**config.mk**
```make
export PLATFORM = sky130hd
export DESIGN_NAME = cpc_counter
export DESIGN_NICKNAME = d
export VERILOG_FILES = /design/src/cpc_pkg.sv /design/src/cpc_counter.sv
export SDC_FILE = /design/constraint.sdc
export NUM_CORES = 1
export LEC_CHECK = 0
export ABC_AREA = 1
export BUFFER_PORTS_ARGS = -buffer_cell sky130_fd_sc_hd__buf_2
export CORE_MARGIN = 10
export CORE_UTILIZATION = 55
export DETAILED_ROUTE_END_ITERATION = 8
export GPL_TIMING_DRIVEN = 0
export HOLD_SLACK_MARGIN = 0.06
export PLACE_DENSITY = 0.94
export SYNTH_ARGS = -nofsm -noshare
export SYNTH_HDL_FRONTEND = slang
export SYNTH_SLANG_ARGS = --single-unit
```
**constraint.sdc**
```tcl
create_clock -name sys_clk -period 4.38 [get_ports sys_clk]
set_clock_uncertainty 0.2 [all_clocks]
set_input_delay 0.876 -clock sys_clk [delete_from_list [all_inputs] [get_ports sys_clk]]
set_output_delay 0.876 -clock sys_clk [all_outputs]
set_load 0.03 [all_outputs]
```
**src/cpc_pkg.sv**
```systemverilog
// constants and types for the configurable pulse counter
package cpc_pkg;
    localparam int unsigned CLK_HZ          = 100_000_000;
    localparam int unsigned MS_CYCLES       = CLK_HZ / 1000;
    // glitch filter lengths: high passes 10 kHz, low rejects noise
    localparam int unsigned FILT_HI_NS      = 20_000;
    localparam int unsigned FILT_LO_NS      = 1_000_000;
    localparam int unsigned FILT_HI_CYC     = (FILT_HI_NS + 9) / 10;
    localparam int unsigned FILT_LO_CYC     = (FILT_LO_NS + 9) / 10;
    localparam logic [15:0] RATE_MS_RST     = 16'h03E8;
    localparam logic signed [15:0] UPPER_RST = 16'sh7FFF;
    localparam logic signed [15:0] LOWER_RST = 16'sh0000;
    localparam logic signed [15:0] ON_RST    = 16'sh7FFF;
    localparam logic signed [15:0] OFF_RST   = 16'sh0000;
    localparam logic signed [15:0] LOAD_RST  = 16'sh0000;
    localparam int unsigned NUM_WORDS       = 15;
    localparam int unsigned NUM_BITS        = 16;
    // status bit positions
    localparam int unsigned ST_OUT          = 0;
    localparam int unsigned ST_CNT_IN       = 1;
    localparam int unsigned ST_SEC_IN       = 2;
    localparam int unsigned ST_ENABLED      = 3;
    localparam int unsigned ST_STROBED      = 4;
    // control bit positions
    localparam int unsigned CT_OUT_EN       = 0;
    localparam int unsigned CT_STB_CLR     = 1;
    // return word positions
    localparam int unsigned W_ACC           = 0;
    localparam int unsigned W_STROBE        = 1;
    localparam int unsigned W_RATE          = 2;
    localparam int unsigned W_TYPE          = 3;
    // counter type code, arbitrary value
    localparam logic [15:0] SINGLE_COUNTER_TYPE = 16'h0001;
    typedef enum logic [1:0] {CPC_FAIL_NORMAL, CPC_FAIL_OFF, CPC_FAIL_HOLD} cpc_fail_e;
endpackage

```
**src/cpc_counter.sv**
```systemverilog
// single unidirectional pulse counter with limits, presets and rate
`timescale 1ns/1ns
// What this block does
// - stays disabled until enable configured
// - cpu stop output follows failure mode
// - count filter high default, low rejects noise
// - second input preload, select makes strobe
// - strobe mode forces second filter high
// - second input filter selectable, high default
// - direction up or down, up default
// - continuous passes upper, reloads lower
// - one-shot stops at the limit
// - rate interval in ms, default 1000
// - upper bound default 32767
// - lower bound default zero
// - on point turns output on if enabled
// - off point turns output off, default zero
// - preload loads load value
// - status bits supplied each scan
// - return words include accumulator and capture
// - counter type fixed, informational only
// - counts per interval of last interval
// - between points take lower point state
module cpc_counter
    import cpc_pkg::*;
#(
    parameter int unsigned MS_CYC  = MS_CYCLES,
    parameter int unsigned FLT_HI  = FILT_HI_CYC,
    parameter int unsigned FLT_LO  = FILT_LO_CYC
)(
    // clock and reset
    input  wire logic                       sys_clk,
    input  wire logic                       nrst,
    // field pins
    input  wire logic                       count_pin,
    input  wire logic                       second_pin,
    output logic                            count_out,
    // configuration
    input  wire logic                       cfg_enable,
    input  wire cpc_pkg::cpc_fail_e         output_failure_mode,
    input  wire logic                       count_input_filter,
    input  wire logic                       second_input_function_select,
    input  wire logic                       second_input_filter,
    input  wire logic                       count_direction,
    input  wire logic                       counting_mode,
    input  wire logic [15:0]                rate_interval,
    input  wire logic signed [15:0]         upper_bound,
    input  wire logic signed [15:0]         lower_bound,
    input  wire logic signed [15:0]         output_on_point,
    input  wire logic signed [15:0]         output_off_point,
    input  wire logic signed [15:0]         load_value,
    // controller scan exchange
    input  wire logic                       cpu_stopped,
    input  wire logic [15:0]                control_bits,
    output logic [15:0]                     status_bits,
    output logic [15:0]                     return_words [NUM_WORDS]
);
    // ----------------------------------------------------------------
    // input synchronisers and filters
    // ----------------------------------------------------------------
    logic [1:0]  sync1_ff, sync2_ff, nxt_sync1, nxt_sync2;
    logic [1:0]  filt_ff, nxt_filt, filt_lo;
    logic [16:0] fcnt_ff [2];
    logic [16:0] nxt_fcnt [2];

    // strobe mode overrides the second filter setting
    assign filt_lo[0] = count_input_filter;
    assign filt_lo[1] = second_input_filter & ~second_input_function_select;

    always_comb
    begin
        nxt_sync1 = {second_pin, count_pin};
        nxt_sync2 = sync1_ff;
    end

    genvar g;
    generate
        for (g = 0; g < 2; g++)
        begin : g_filt
            always_comb
            begin
                nxt_filt[g] = filt_ff[g];
                nxt_fcnt[g] = 17'h00000;
                if (sync2_ff[g] != filt_ff[g])
                begin
                    nxt_fcnt[g] = fcnt_ff[g] + 17'h00001;
                    if (nxt_fcnt[g] >= (filt_lo[g] ? 17'(FLT_LO) : 17'(FLT_HI)))
                    begin
                        nxt_filt[g] = sync2_ff[g];
                        nxt_fcnt[g] = 17'h00000;
                    end
                end
            end
            always_ff @(posedge sys_clk or negedge nrst)
            begin
                if (!nrst)
                begin
                    filt_ff[g] <= 1'b0;
                    fcnt_ff[g] <= 17'h00000;
                end
                else
                begin
                    filt_ff[g] <= nxt_filt[g];
                    fcnt_ff[g] <= nxt_fcnt[g];
                end
            end
        end
    endgenerate

    always_ff @(posedge sys_clk or negedge nrst)
    begin
        if (!nrst)
        begin
            sync1_ff <= 2'b00;
            sync2_ff <= 2'b00;
        end
        else
        begin
            sync1_ff <= nxt_sync1;
            sync2_ff <= nxt_sync2;
        end
    end

    // ----------------------------------------------------------------
    // accumulator, strobe capture and rate
    // ----------------------------------------------------------------
    logic               prev_ff, nxt_prev;
    logic signed [15:0] acc_ff, nxt_acc, cap_ff, nxt_cap, rate_ff, nxt_rate;
    logic signed [15:0] ivl_ff, nxt_ivl;
    logic [16:0]        tick_ff, nxt_tick;
    logic [15:0]        ms_ff, nxt_ms;
    logic               stb_flag_ff, nxt_stb_flag, out_ff, nxt_out;
    logic               cnt_edge, sec_edge, sec_prev_ff, nxt_sec_prev;
    logic signed [16:0] step;

    assign cnt_edge = filt_ff[0] & ~prev_ff;
    assign sec_edge = filt_ff[1] & ~sec_prev_ff;

    always_comb
    begin
        nxt_prev     = filt_ff[0];
        nxt_sec_prev = filt_ff[1];
        nxt_acc      = acc_ff;
        nxt_cap      = cap_ff;
        nxt_ivl      = ivl_ff;
        nxt_rate     = rate_ff;
        nxt_tick     = tick_ff;
        nxt_ms       = ms_ff;
        nxt_stb_flag = stb_flag_ff & ~control_bits[CT_STB_CLR];
        step         = count_direction ? 17'(acc_ff) - 17'sd1
                                       : 17'(acc_ff) + 17'sd1;
        if (cfg_enable)
        begin
            if (cnt_edge)
            begin
                nxt_ivl = count_direction ? ivl_ff - 16'sh0001 : ivl_ff + 16'sh0001;
                if (counting_mode)
                begin
                    // one-shot holds at the limit in the counting direction
                    if (!(count_direction ? acc_ff <= lower_bound : acc_ff >= upper_bound))
                        nxt_acc = step[15:0];
                end
                else if (!count_direction && acc_ff >= upper_bound)
                    nxt_acc = lower_bound;
                else if (count_direction && acc_ff <= lower_bound)
                    nxt_acc = upper_bound;
                else
                    nxt_acc = step[15:0];
            end
            if (sec_edge && !second_input_function_select)
                nxt_acc = load_value;
            if (sec_edge && second_input_function_select)
            begin
                nxt_cap      = acc_ff;
                nxt_stb_flag = 1'b1;
            end
            nxt_tick = tick_ff + 17'h00001;
            if (nxt_tick >= 17'(MS_CYC))
            begin
                nxt_tick = 17'h00000;
                nxt_ms   = ms_ff + 16'h0001;
                if (nxt_ms >= rate_interval)
                begin
                    nxt_ms   = 16'h0000;
                    nxt_rate = nxt_ivl;
                    nxt_ivl  = 16'sh0000;
                end
            end
        end
    end

    // output compare, lower point decides between the points
    logic               lo_is_on, between, cmp_on;
    logic signed [15:0] p_lo, p_hi;
    always_comb
    begin
        lo_is_on = output_on_point < output_off_point;
        p_lo     = lo_is_on ? output_on_point : output_off_point;
        p_hi     = lo_is_on ? output_off_point : output_on_point;
        if (output_on_point == output_off_point)
            between = acc_ff == output_on_point;
        else if (lo_is_on)
            between = acc_ff >= p_lo && acc_ff <= p_hi;
        else
            // both points count as between, so the output is off on them
            between = acc_ff >= p_lo && acc_ff <= p_hi;
        cmp_on = (output_on_point == output_off_point) ? between
                 : (between ? lo_is_on : ~lo_is_on);
        nxt_out = cfg_enable & cmp_on & control_bits[CT_OUT_EN];
        if (cpu_stopped)
        begin
            unique case (output_failure_mode)
                CPC_FAIL_OFF:  nxt_out = 1'b0;
                CPC_FAIL_HOLD: nxt_out = out_ff;
                default:       nxt_out = cfg_enable & cmp_on & control_bits[CT_OUT_EN];
            endcase
        end
    end

    always_ff @(posedge sys_clk or negedge nrst)
    begin
        if (!nrst)
        begin
            prev_ff     <= 1'b0;
            sec_prev_ff <= 1'b0;
            acc_ff      <= LOAD_RST;
            cap_ff      <= 16'sh0000;
            ivl_ff      <= 16'sh0000;
            rate_ff     <= 16'sh0000;
            tick_ff     <= 17'h00000;
            ms_ff       <= 16'h0000;
            stb_flag_ff <= 1'b0;
            out_ff      <= 1'b0;
        end
        else
        begin
            prev_ff     <= nxt_prev;
            sec_prev_ff <= nxt_sec_prev;
            acc_ff      <= nxt_acc;
            cap_ff      <= nxt_cap;
            ivl_ff      <= nxt_ivl;
            rate_ff     <= nxt_rate;
            tick_ff     <= nxt_tick;
            ms_ff       <= nxt_ms;
            stb_flag_ff <= nxt_stb_flag;
            out_ff      <= nxt_out;
        end
    end

    // ----------------------------------------------------------------
    // scan exchange
    // ----------------------------------------------------------------
    assign count_out = out_ff;
    always_comb
    begin
        status_bits              = 16'h0000;
        status_bits[ST_OUT]      = out_ff;
        status_bits[ST_CNT_IN]   = filt_ff[0];
        status_bits[ST_SEC_IN]   = filt_ff[1];
        status_bits[ST_ENABLED]  = cfg_enable;
        status_bits[ST_STROBED]  = stb_flag_ff;
        for (int i = 0; i < NUM_WORDS; i++)
            return_words[i] = 16'h0000;
        return_words[W_ACC]    = acc_ff;
        return_words[W_STROBE] = cap_ff;
        return_words[W_RATE]   = rate_ff;
        return_words[W_TYPE]   = SINGLE_COUNTER_TYPE;
    end
endmodule

```
==> out/qor.yml, run 1 <==
grt:
  grt_pass1_wl_mm: 63.0
  globalRouteOverflowTotal: 0
  grt_pass1_vias: 13400
  grt_usage_pct: 23.9
  antenna_found_initial: 2
  grt_max_degree: 99
clock_network:
  holdBufCountCts: 0
  cts_sinks: 141
  h-tree-depth: 4
  clockBufferDepth: 2
  cts_root_buf: "clkbuf_16"
  worstSkewPairLatency_ns: 0.44
  cts_tree: "done"
  cts_buffers: 17
  clk_pin_slew_ns: 0.07
timing:
  period_needed_ns: 4.13
  fin_setup_tns_ns: 0
  worst_pin_slew_ns: 0.889
  slew_headroom_pct: 40.5
  post-route-period-util_pct: 94.3
  setup_slack_ns: 0.248
  slew_viol_final: 0
  max_freq_ghz: 0.242
  final_hold_viol_count: 0
  finalSetupViolCount: 0
  whs_ns: 0.165
yosys:
  synthArstFlopShare_pct: 100
  syn-mean-instance-area_um2: 7.20
  synth-edff-count: 0
  synth_top_area_cell: "dfrtp_1"
  synthTopCellsByArea: "dfrtp_1 (25%), ha_1 (13%), nand2_1 (13%), buf_4 (11%), inv_1 (6.1%)"
  synth.distinct_cells: 54
  synth_top_area_share_pct: 25.4
  ys_warn_count: 0
  syn_area_mm2: 0.0139
  ys_ff_latch: 141
  ys.flop_type: "dfrtp_1"
  seq_area_frac_synth_pct: 25.4
  syn_inst: 1929
layout:
  syn_to_final_growth_pct: 19.1
  fill_cells: 2034
  nNetsFinal: 2585
  drive_gt1_share_pct: 22.1
  design_area_mm2: 0.0165
drt:
  num_vias: 13500
  drt_iter0_drc: 1006
  drc_errors: 0
  wire_per_inst_um: 14.9
  vias_per_cell: 5.06
  drt_pass1_iterations: 5
  wl_mm: 39.7
  drtAntennaViolNets: 0
worst_setup_path:
  worstPathArrival_ns: 4.26
  crit_path_start_kind: "primary input"
  cpPeakStageDelay_ns: 0.31
  crit_start: "output_off_point[15]"
  cp_top_family: "simple AND/OR/NAND/NOR gates"
  path_buf_inv: 6
  reg2reg_depth: 19
  crit_type: "primary input to flop"
  ff2ff_setup_slack_ns: 0.43
  crit_required_ns: 4.51
  worstPathMaxFanout: 10
  setup.worst_path.end_class: "flop"
  r2r_start: "ms_ff[0]$_DFFE_PN0P_"
  path_depth: 27
  crit_slowest_cell: "ha_1"
  cpMostUsedCell: "nand2_1"
  reg2reg_to: "rate_ff[1]$_DFFE_PN0P_"
  cp-endpoint: "count_out$_DFFE_PN0P_"
floorplanning:
  start_util_pct: 55.5
  ios: 382
  design.die.area_mm2: 0.0320
  die_h_um: 179
  die_w_um: 179
  rows: 58
  core-area_mm2: 0.0250
run:
  maxCapViolations: 0
place:
  routabilityCongestion: 0.943
  post-place-ws_ns: -0.646
  placed_cell_area_mm2: 0.0159
  io_buffers: 163
  dp_hpwl_mm: 31.7
worst_hold_path:
  holdCritPathClass: "flop to flop"
outcome:
  status: "finished, final reports clean"
pwr:
  ir_drop_v: 0.000185
  power.density_mw_per_mm2: 270
  p_leak_nw: 9.84
==> synthesized netlist by cell type, types with 3 or more instances <==
cell type	n
clkinv_1	5
inv_1	225
o21bai_1	7
dfrtp_1	141
nor2_2	21
xnor2_1	22
xor2_1	57
nor4_1	4
nand3_1	133
mux2_2	10
nor3_2	3
nand4_1	27
buf_2	9
nand3b_1	7
nor3_1	17
o21a_1	4
a31oi_1	3
o211ai_1	3
buf_1	3
o22ai_1	8
clkbuf_1	26
o21ai_0	94
nor2_1	104
a21o_1	10
nor2_4	6
nand2_2	8
a21oi_1	90
nand2_1	464
buf_4	208
o21ai_1	13
nand3_2	8
or2_2	15
ha_1	143
==> power by group <==
| group | leakage, nW | internal [mW] | switching, mW |
|---|---|---|---|
| clock network | 0.281 | 0.764 | 0.653 |
| logic | 7.69 | 0.570 | 0.982 |
| registers | 1.87 | 1.38 | 0.113 |
| total | 9.84 | 2.71 | 1.75 |
==> cell usage in the layout, fill, tap and decap left out, types with 16 or more instances in the layout <==
master	Yosys	final
a21oi_1	90	90
buf_2	9	170
buf_4	208	211
clkbuf_1	26	18
clkbuf_16	0	17
conb_1	2	203
dfrtp_1	141	141
ha_1	143	143
inv_1	225	224
nand2_1	464	463
nand3_1	133	132
nand4_1	27	27
nor2_1	104	104
nor2_2	21	21
nor3_1	17	16
o21ai_0	94	92
xnor2_1	22	22
xor2_1	57	57
==> worst reg2reg max path: cells and delay by family, from the launching register on <==
| family | cells | cell delay (ns) |
|---|---|---|
| simple gates | 13 | 2.16 |
| buf+inv | 3 | 0.48 |
| flops | 1 | 0.43 |
| fa+ha+maj | 1 | 0.31 |
| xor+xnor | 1 | 0.15 |
| compound gates | 1 | 0.08 |
==> kinds of logic (layout without fill, tap and decap cells) <==
family,count (synthesis),after routing,synth area share [%]
buffers and inverters,481,679,19.0
adder cells (fa/ha/maj),145,145,13.2
XOR/XNOR,81,81,5.22
other,2,205,0.0541
AO/OA/AOI/OAI,238,238,9.23
multiplexers,12,12,0.955
AND/OR/NAND/NOR,829,829,27.0
flip-flops,141,141,25.4
==> routing by layer <==
| layer | global-route usage, % | part of all wire, % | up-vias |
|---|---|---|---|
| met5 | 0 | 0 | - |
| met4 | 10.1 | 3.3 | 0 |
| li1 | - | - | 6599 |
| met3 | 5.12 | 8.7 | 105 |
| met1 | 26.8 | 38 | 6169 |
| met2 | 42.7 | 50 | 590 |
==> area by class of cell <==
type / instances / area [µm²] / share of cell area, %
Buffer: 249 / 1790 / 10.8
Inverter: 231 / 867 / 5.24
Antenna cell: 2 / 5.00 / 0.0303
Tap cell: 330 / 413 / 2.50
Timing Repair Buffer: 167 / 875 / 5.29
Multi-Input combinational cell: 1508 / 8490 / 51.3
Clock buffer: 18 / 439 / 2.66
Sequential cell: 141 / 3530 / 21.3
Clock inverter: 14 / 129 / 0.779
==> worst min path at each step <==
stage / cells past startpoint / start / endpoint
floorplan: 0 / nxt_sync2[0]$_DFF_PN0_ / sync2_ff[0]$_DFF_PN0_
finish: 0 / nxt_sync2[0]$_DFF_PN0_ / sync2_ff[0]$_DFF_PN0_
CTS: 0 / nxt_sync2[0]$_DFF_PN0_ / sync2_ff[0]$_DFF_PN0_
global placement: 0 / nxt_sync2[0]$_DFF_PN0_ / sync2_ff[0]$_DFF_PN0_
detailed placement: 0 / nxt_sync2[0]$_DFF_PN0_ / sync2_ff[0]$_DFF_PN0_
global route: 0 / nxt_sync2[0]$_DFF_PN0_ / sync2_ff[0]$_DFF_PN0_
==> stage by stage <==
step	util [%]	total power, mW	instances
global placement	63.4	2.93	2623
floorplan	-	2.64	2130
global route	66.1	4.71	2659
CTS	65.8	4.42	2655
finish	66.1	4.46	2660
detailed placement	63.5	2.99	2624
==> timing repair <==
action / CTS / global route
setup buffers: 0 / 3
setup endpoints to repair: 6 / 16
gates resized for setup: 0 / 32
pin swaps: 0 / 4
cloned: 0 / 0
==> sequential cells by signal, indices dropped and copies added (netlist names) <==
name          cells
acc_ff           16
cap_ff           16
count_out         1
fcnt_ff          34
ivl_ff           16
ms_ff            16
nxt_prev          1
nxt_sec_prev      1
nxt_sync2         2
prev_ff           1
rate_ff          16
sec_prev_ff       1
stb_flag_ff       1
sync2_ff          2
tick_ff          17
Note: power is estimated with default switching activity, not from simulation.
==> run 2: changes to the inputs <==
Settings changed: CORE_UTILIZATION 55 to 35, PLACE_DENSITY 0.94 to 0.68.
==> out/qor.yml, run 2 (same netlist as run 1, synthesis figures left out) <==
worst_setup_path:
  crit_path_start_kind: "primary input"
  reg2reg_to: "rate_ff[15]$_DFFE_PN0P_"
  crit_required_ns: 4.50
  worstPathMaxFanout: 10
  crit_type: "primary input to flop"
  crit_slowest_cell: "ha_1"
  ff2ff_setup_slack_ns: 0.39
  worstPathArrival_ns: 4.23
  reg2reg_depth: 19
  r2r_start: "ms_ff[0]$_DFFE_PN0P_"
  cpPeakStageDelay_ns: 0.31
  crit_start: "output_off_point[11]"
  cpMostUsedCell: "nand2_1"
  setup.worst_path.end_class: "flop"
worst_hold_path:
  min_path_cells: 0
  worstHoldEndpoint: "sync2_ff[0]$_DFF_PN0_"
  hp-start: "nxt_sync2[0]$_DFF_PN0_"
  holdCritPathClass: "flop to flop"
pwr:
  internal_power_mw: 2.85
  p_sw_share_pct: 37.3
  power_frac_comb_pct: 33.4
  pwr-share-clk_pct: 34.0
  p_seq_share_pct: 32.6
  power.density_mw_per_mm2: 271
  switching_power_mw: 1.70
  power_mw: 4.55
  p_leak_nw: 9.85
  ir_drop_v: 0.000233
timing:
  slew_viol_final: 0
  max_freq_ghz: 0.244
  setup_slack_ns: 0.276
  worst_pin_slew_ns: 0.854
  period_needed_ns: 4.10
  finalSetupViolCount: 0
  fin_setup_tns_ns: 0
  final_hold_viol_count: 0
  slew_headroom_pct: 42.8
  whs_ns: 0.151
  post-route-period-util_pct: 93.7
drt:
  routed-wl-met3_mm: 2.73
  drtAntennaViolNets: 0
  num_vias: 12800
  wire_per_inst_um: 14.4
  wl_mm: 41.0
  vias_per_cell: 4.50
  drt_iter0_drc: 639
  drc_errors: 0
  routed-wl-met2_mm: 20.4
  top_layer_used: "met4"
  drt_pass1_iterations: 5
  route.layer.met1.wl_mm: 17.4
layout:
  final_cell_mix: "nand2_1 (463), inv_1 (225), buf_4 (214)"
  nNetsFinal: 2585
  syn_to_final_growth_pct: 21.2
  post-route-util_pct: 43.2
  largestRegisters: "fcnt_ff: 34 flops, tick_ff: 17 flops"
  drive_gt1_share_pct: 22.1
  fill_cells: 3973
  largest_register_ff_count: 34
  final_common_cell: "nand2_1"
  top_register: "fcnt_ff"
clock_network:
  cts_root_buf: "clkbuf_16"
  h-tree-depth: 4
  cts_tree: "done"
  clk_pin_slew_ns: 0.06
  worstSkewPairLatency_ns: 0.44
  cts_buffers: 17
  holdBufCountCts: 0
  cts_sinks: 141
  clockBufferDepth: 2
floorplanning:
  die_h_um: 219
  die_w_um: 219
  rows: 72
  design.die.area_mm2: 0.0480
  ios: 382
  core-area_mm2: 0.0389
  start_util_pct: 35.7
outcome:
  status: "finished, final reports clean"
grt:
  grt_max_degree: 75
  globalRouteOverflowTotal: 0
  grt_pass1_wl_mm: 65.1
  grt_pass1_vias: 12500
  grt_usage_pct: 16.7
  antenna_found_initial: 2
place:
  routabilityCongestion: 0.907
  dp_hpwl_mm: 33.7
  post-place-ws_ns: -0.606
  io_buffers: 163
run:
  maxCapViolations: 0
run 2: timing repair:
item                       CTS  global route
hold endpoints to repair     0             0
pin swaps                    0             5
setup endpoints to repair    5            38
resized for setup            3            28
buffers inserted             0             3
run 2: worst max-delay path by stage:
| stage | end | slack (ns) | cells after the start |
|---|---|---|---|
| 6_report | count_out$_DFFE_PN0P_ | 0.28 | 25 |
| 5_1_grt | count_out$_DFFE_PN0P_ | -0.06 | 27 |
| 4_1_cts | count_out$_DFFE_PN0P_ | 0.05 | 25 |
| 3_5_place_dp | rate_ff[8]$_DFFE_PN0P_ | -0.61 | 11 |
| 3_3_place_gp | rate_ff[8]$_DFFE_PN0P_ | -0.57 | 11 |
| 2_1_floorplan | count_out$_DFFE_PN0P_ | 0.35 | 26 |
run 2: metal layers:
layer,up-vias,GRT usage (%)
met4,0,3.36
met2,322,29.4
met1,5874,20.0
li1,6585,-
met3,23,4.28
met5,-,0
run 2: power by group through the flow:
| stage | Combinational [mW] | Clock, mW | Sequential, mW |
|---|---|---|---|
| global route | 1.71 | 1.65 | 1.50 |
| detailed placement | 1.48 | 0 | 1.51 |
| finish | 1.52 | 1.55 | 1.49 |
| global placement | 1.44 | 0 | 1.51 |
| CTS | 1.49 | 1.58 | 1.49 |
| floorplan | 1.15 | 0 | 1.50 |
run 2: layout make-up:
| cell class | count | area, µm² | share of cell area (%) |
|---|---|---|---|
| well taps | 518 | 648 | 3.85 |
| plain buffers | 249 | 1790 | 10.6 |
| inverters | 231 | 867 | 5.15 |
| clock buffers | 19 | 443 | 2.63 |
| flip-flops and latches | 141 | 3530 | 21.0 |
| clock inverters | 13 | 163 | 0.967 |
| repair buffers | 167 | 875 | 5.20 |
| diodes | 2 | 5.00 | 0.0297 |
| multi-input cells | 1508 | 8510 | 50.6 |
run 2: stage by stage:
| stage | cells | cell area, µm² |
|---|---|---|
| 2_1_floorplan | 2130 | 14600 |
| 3_3_place_gp | 2811 | 16100 |
| 3_5_place_dp | 2812 | 16100 |
| 4_1_cts | 2844 | 16800 |
| 5_1_grt | 2846 | 16800 |
| 6_report | 2848 | 16800 |
run 2: worst max-delay path: cells and delay by family:
kind / cells / cell delay, ns
adders and majority gates: 2 / 0.58
AOI/OAI and AO/OA: 5 / 0.77
buffers and inverters: 3 / 0.40
and+or+nand+nor: 15 / 1.60
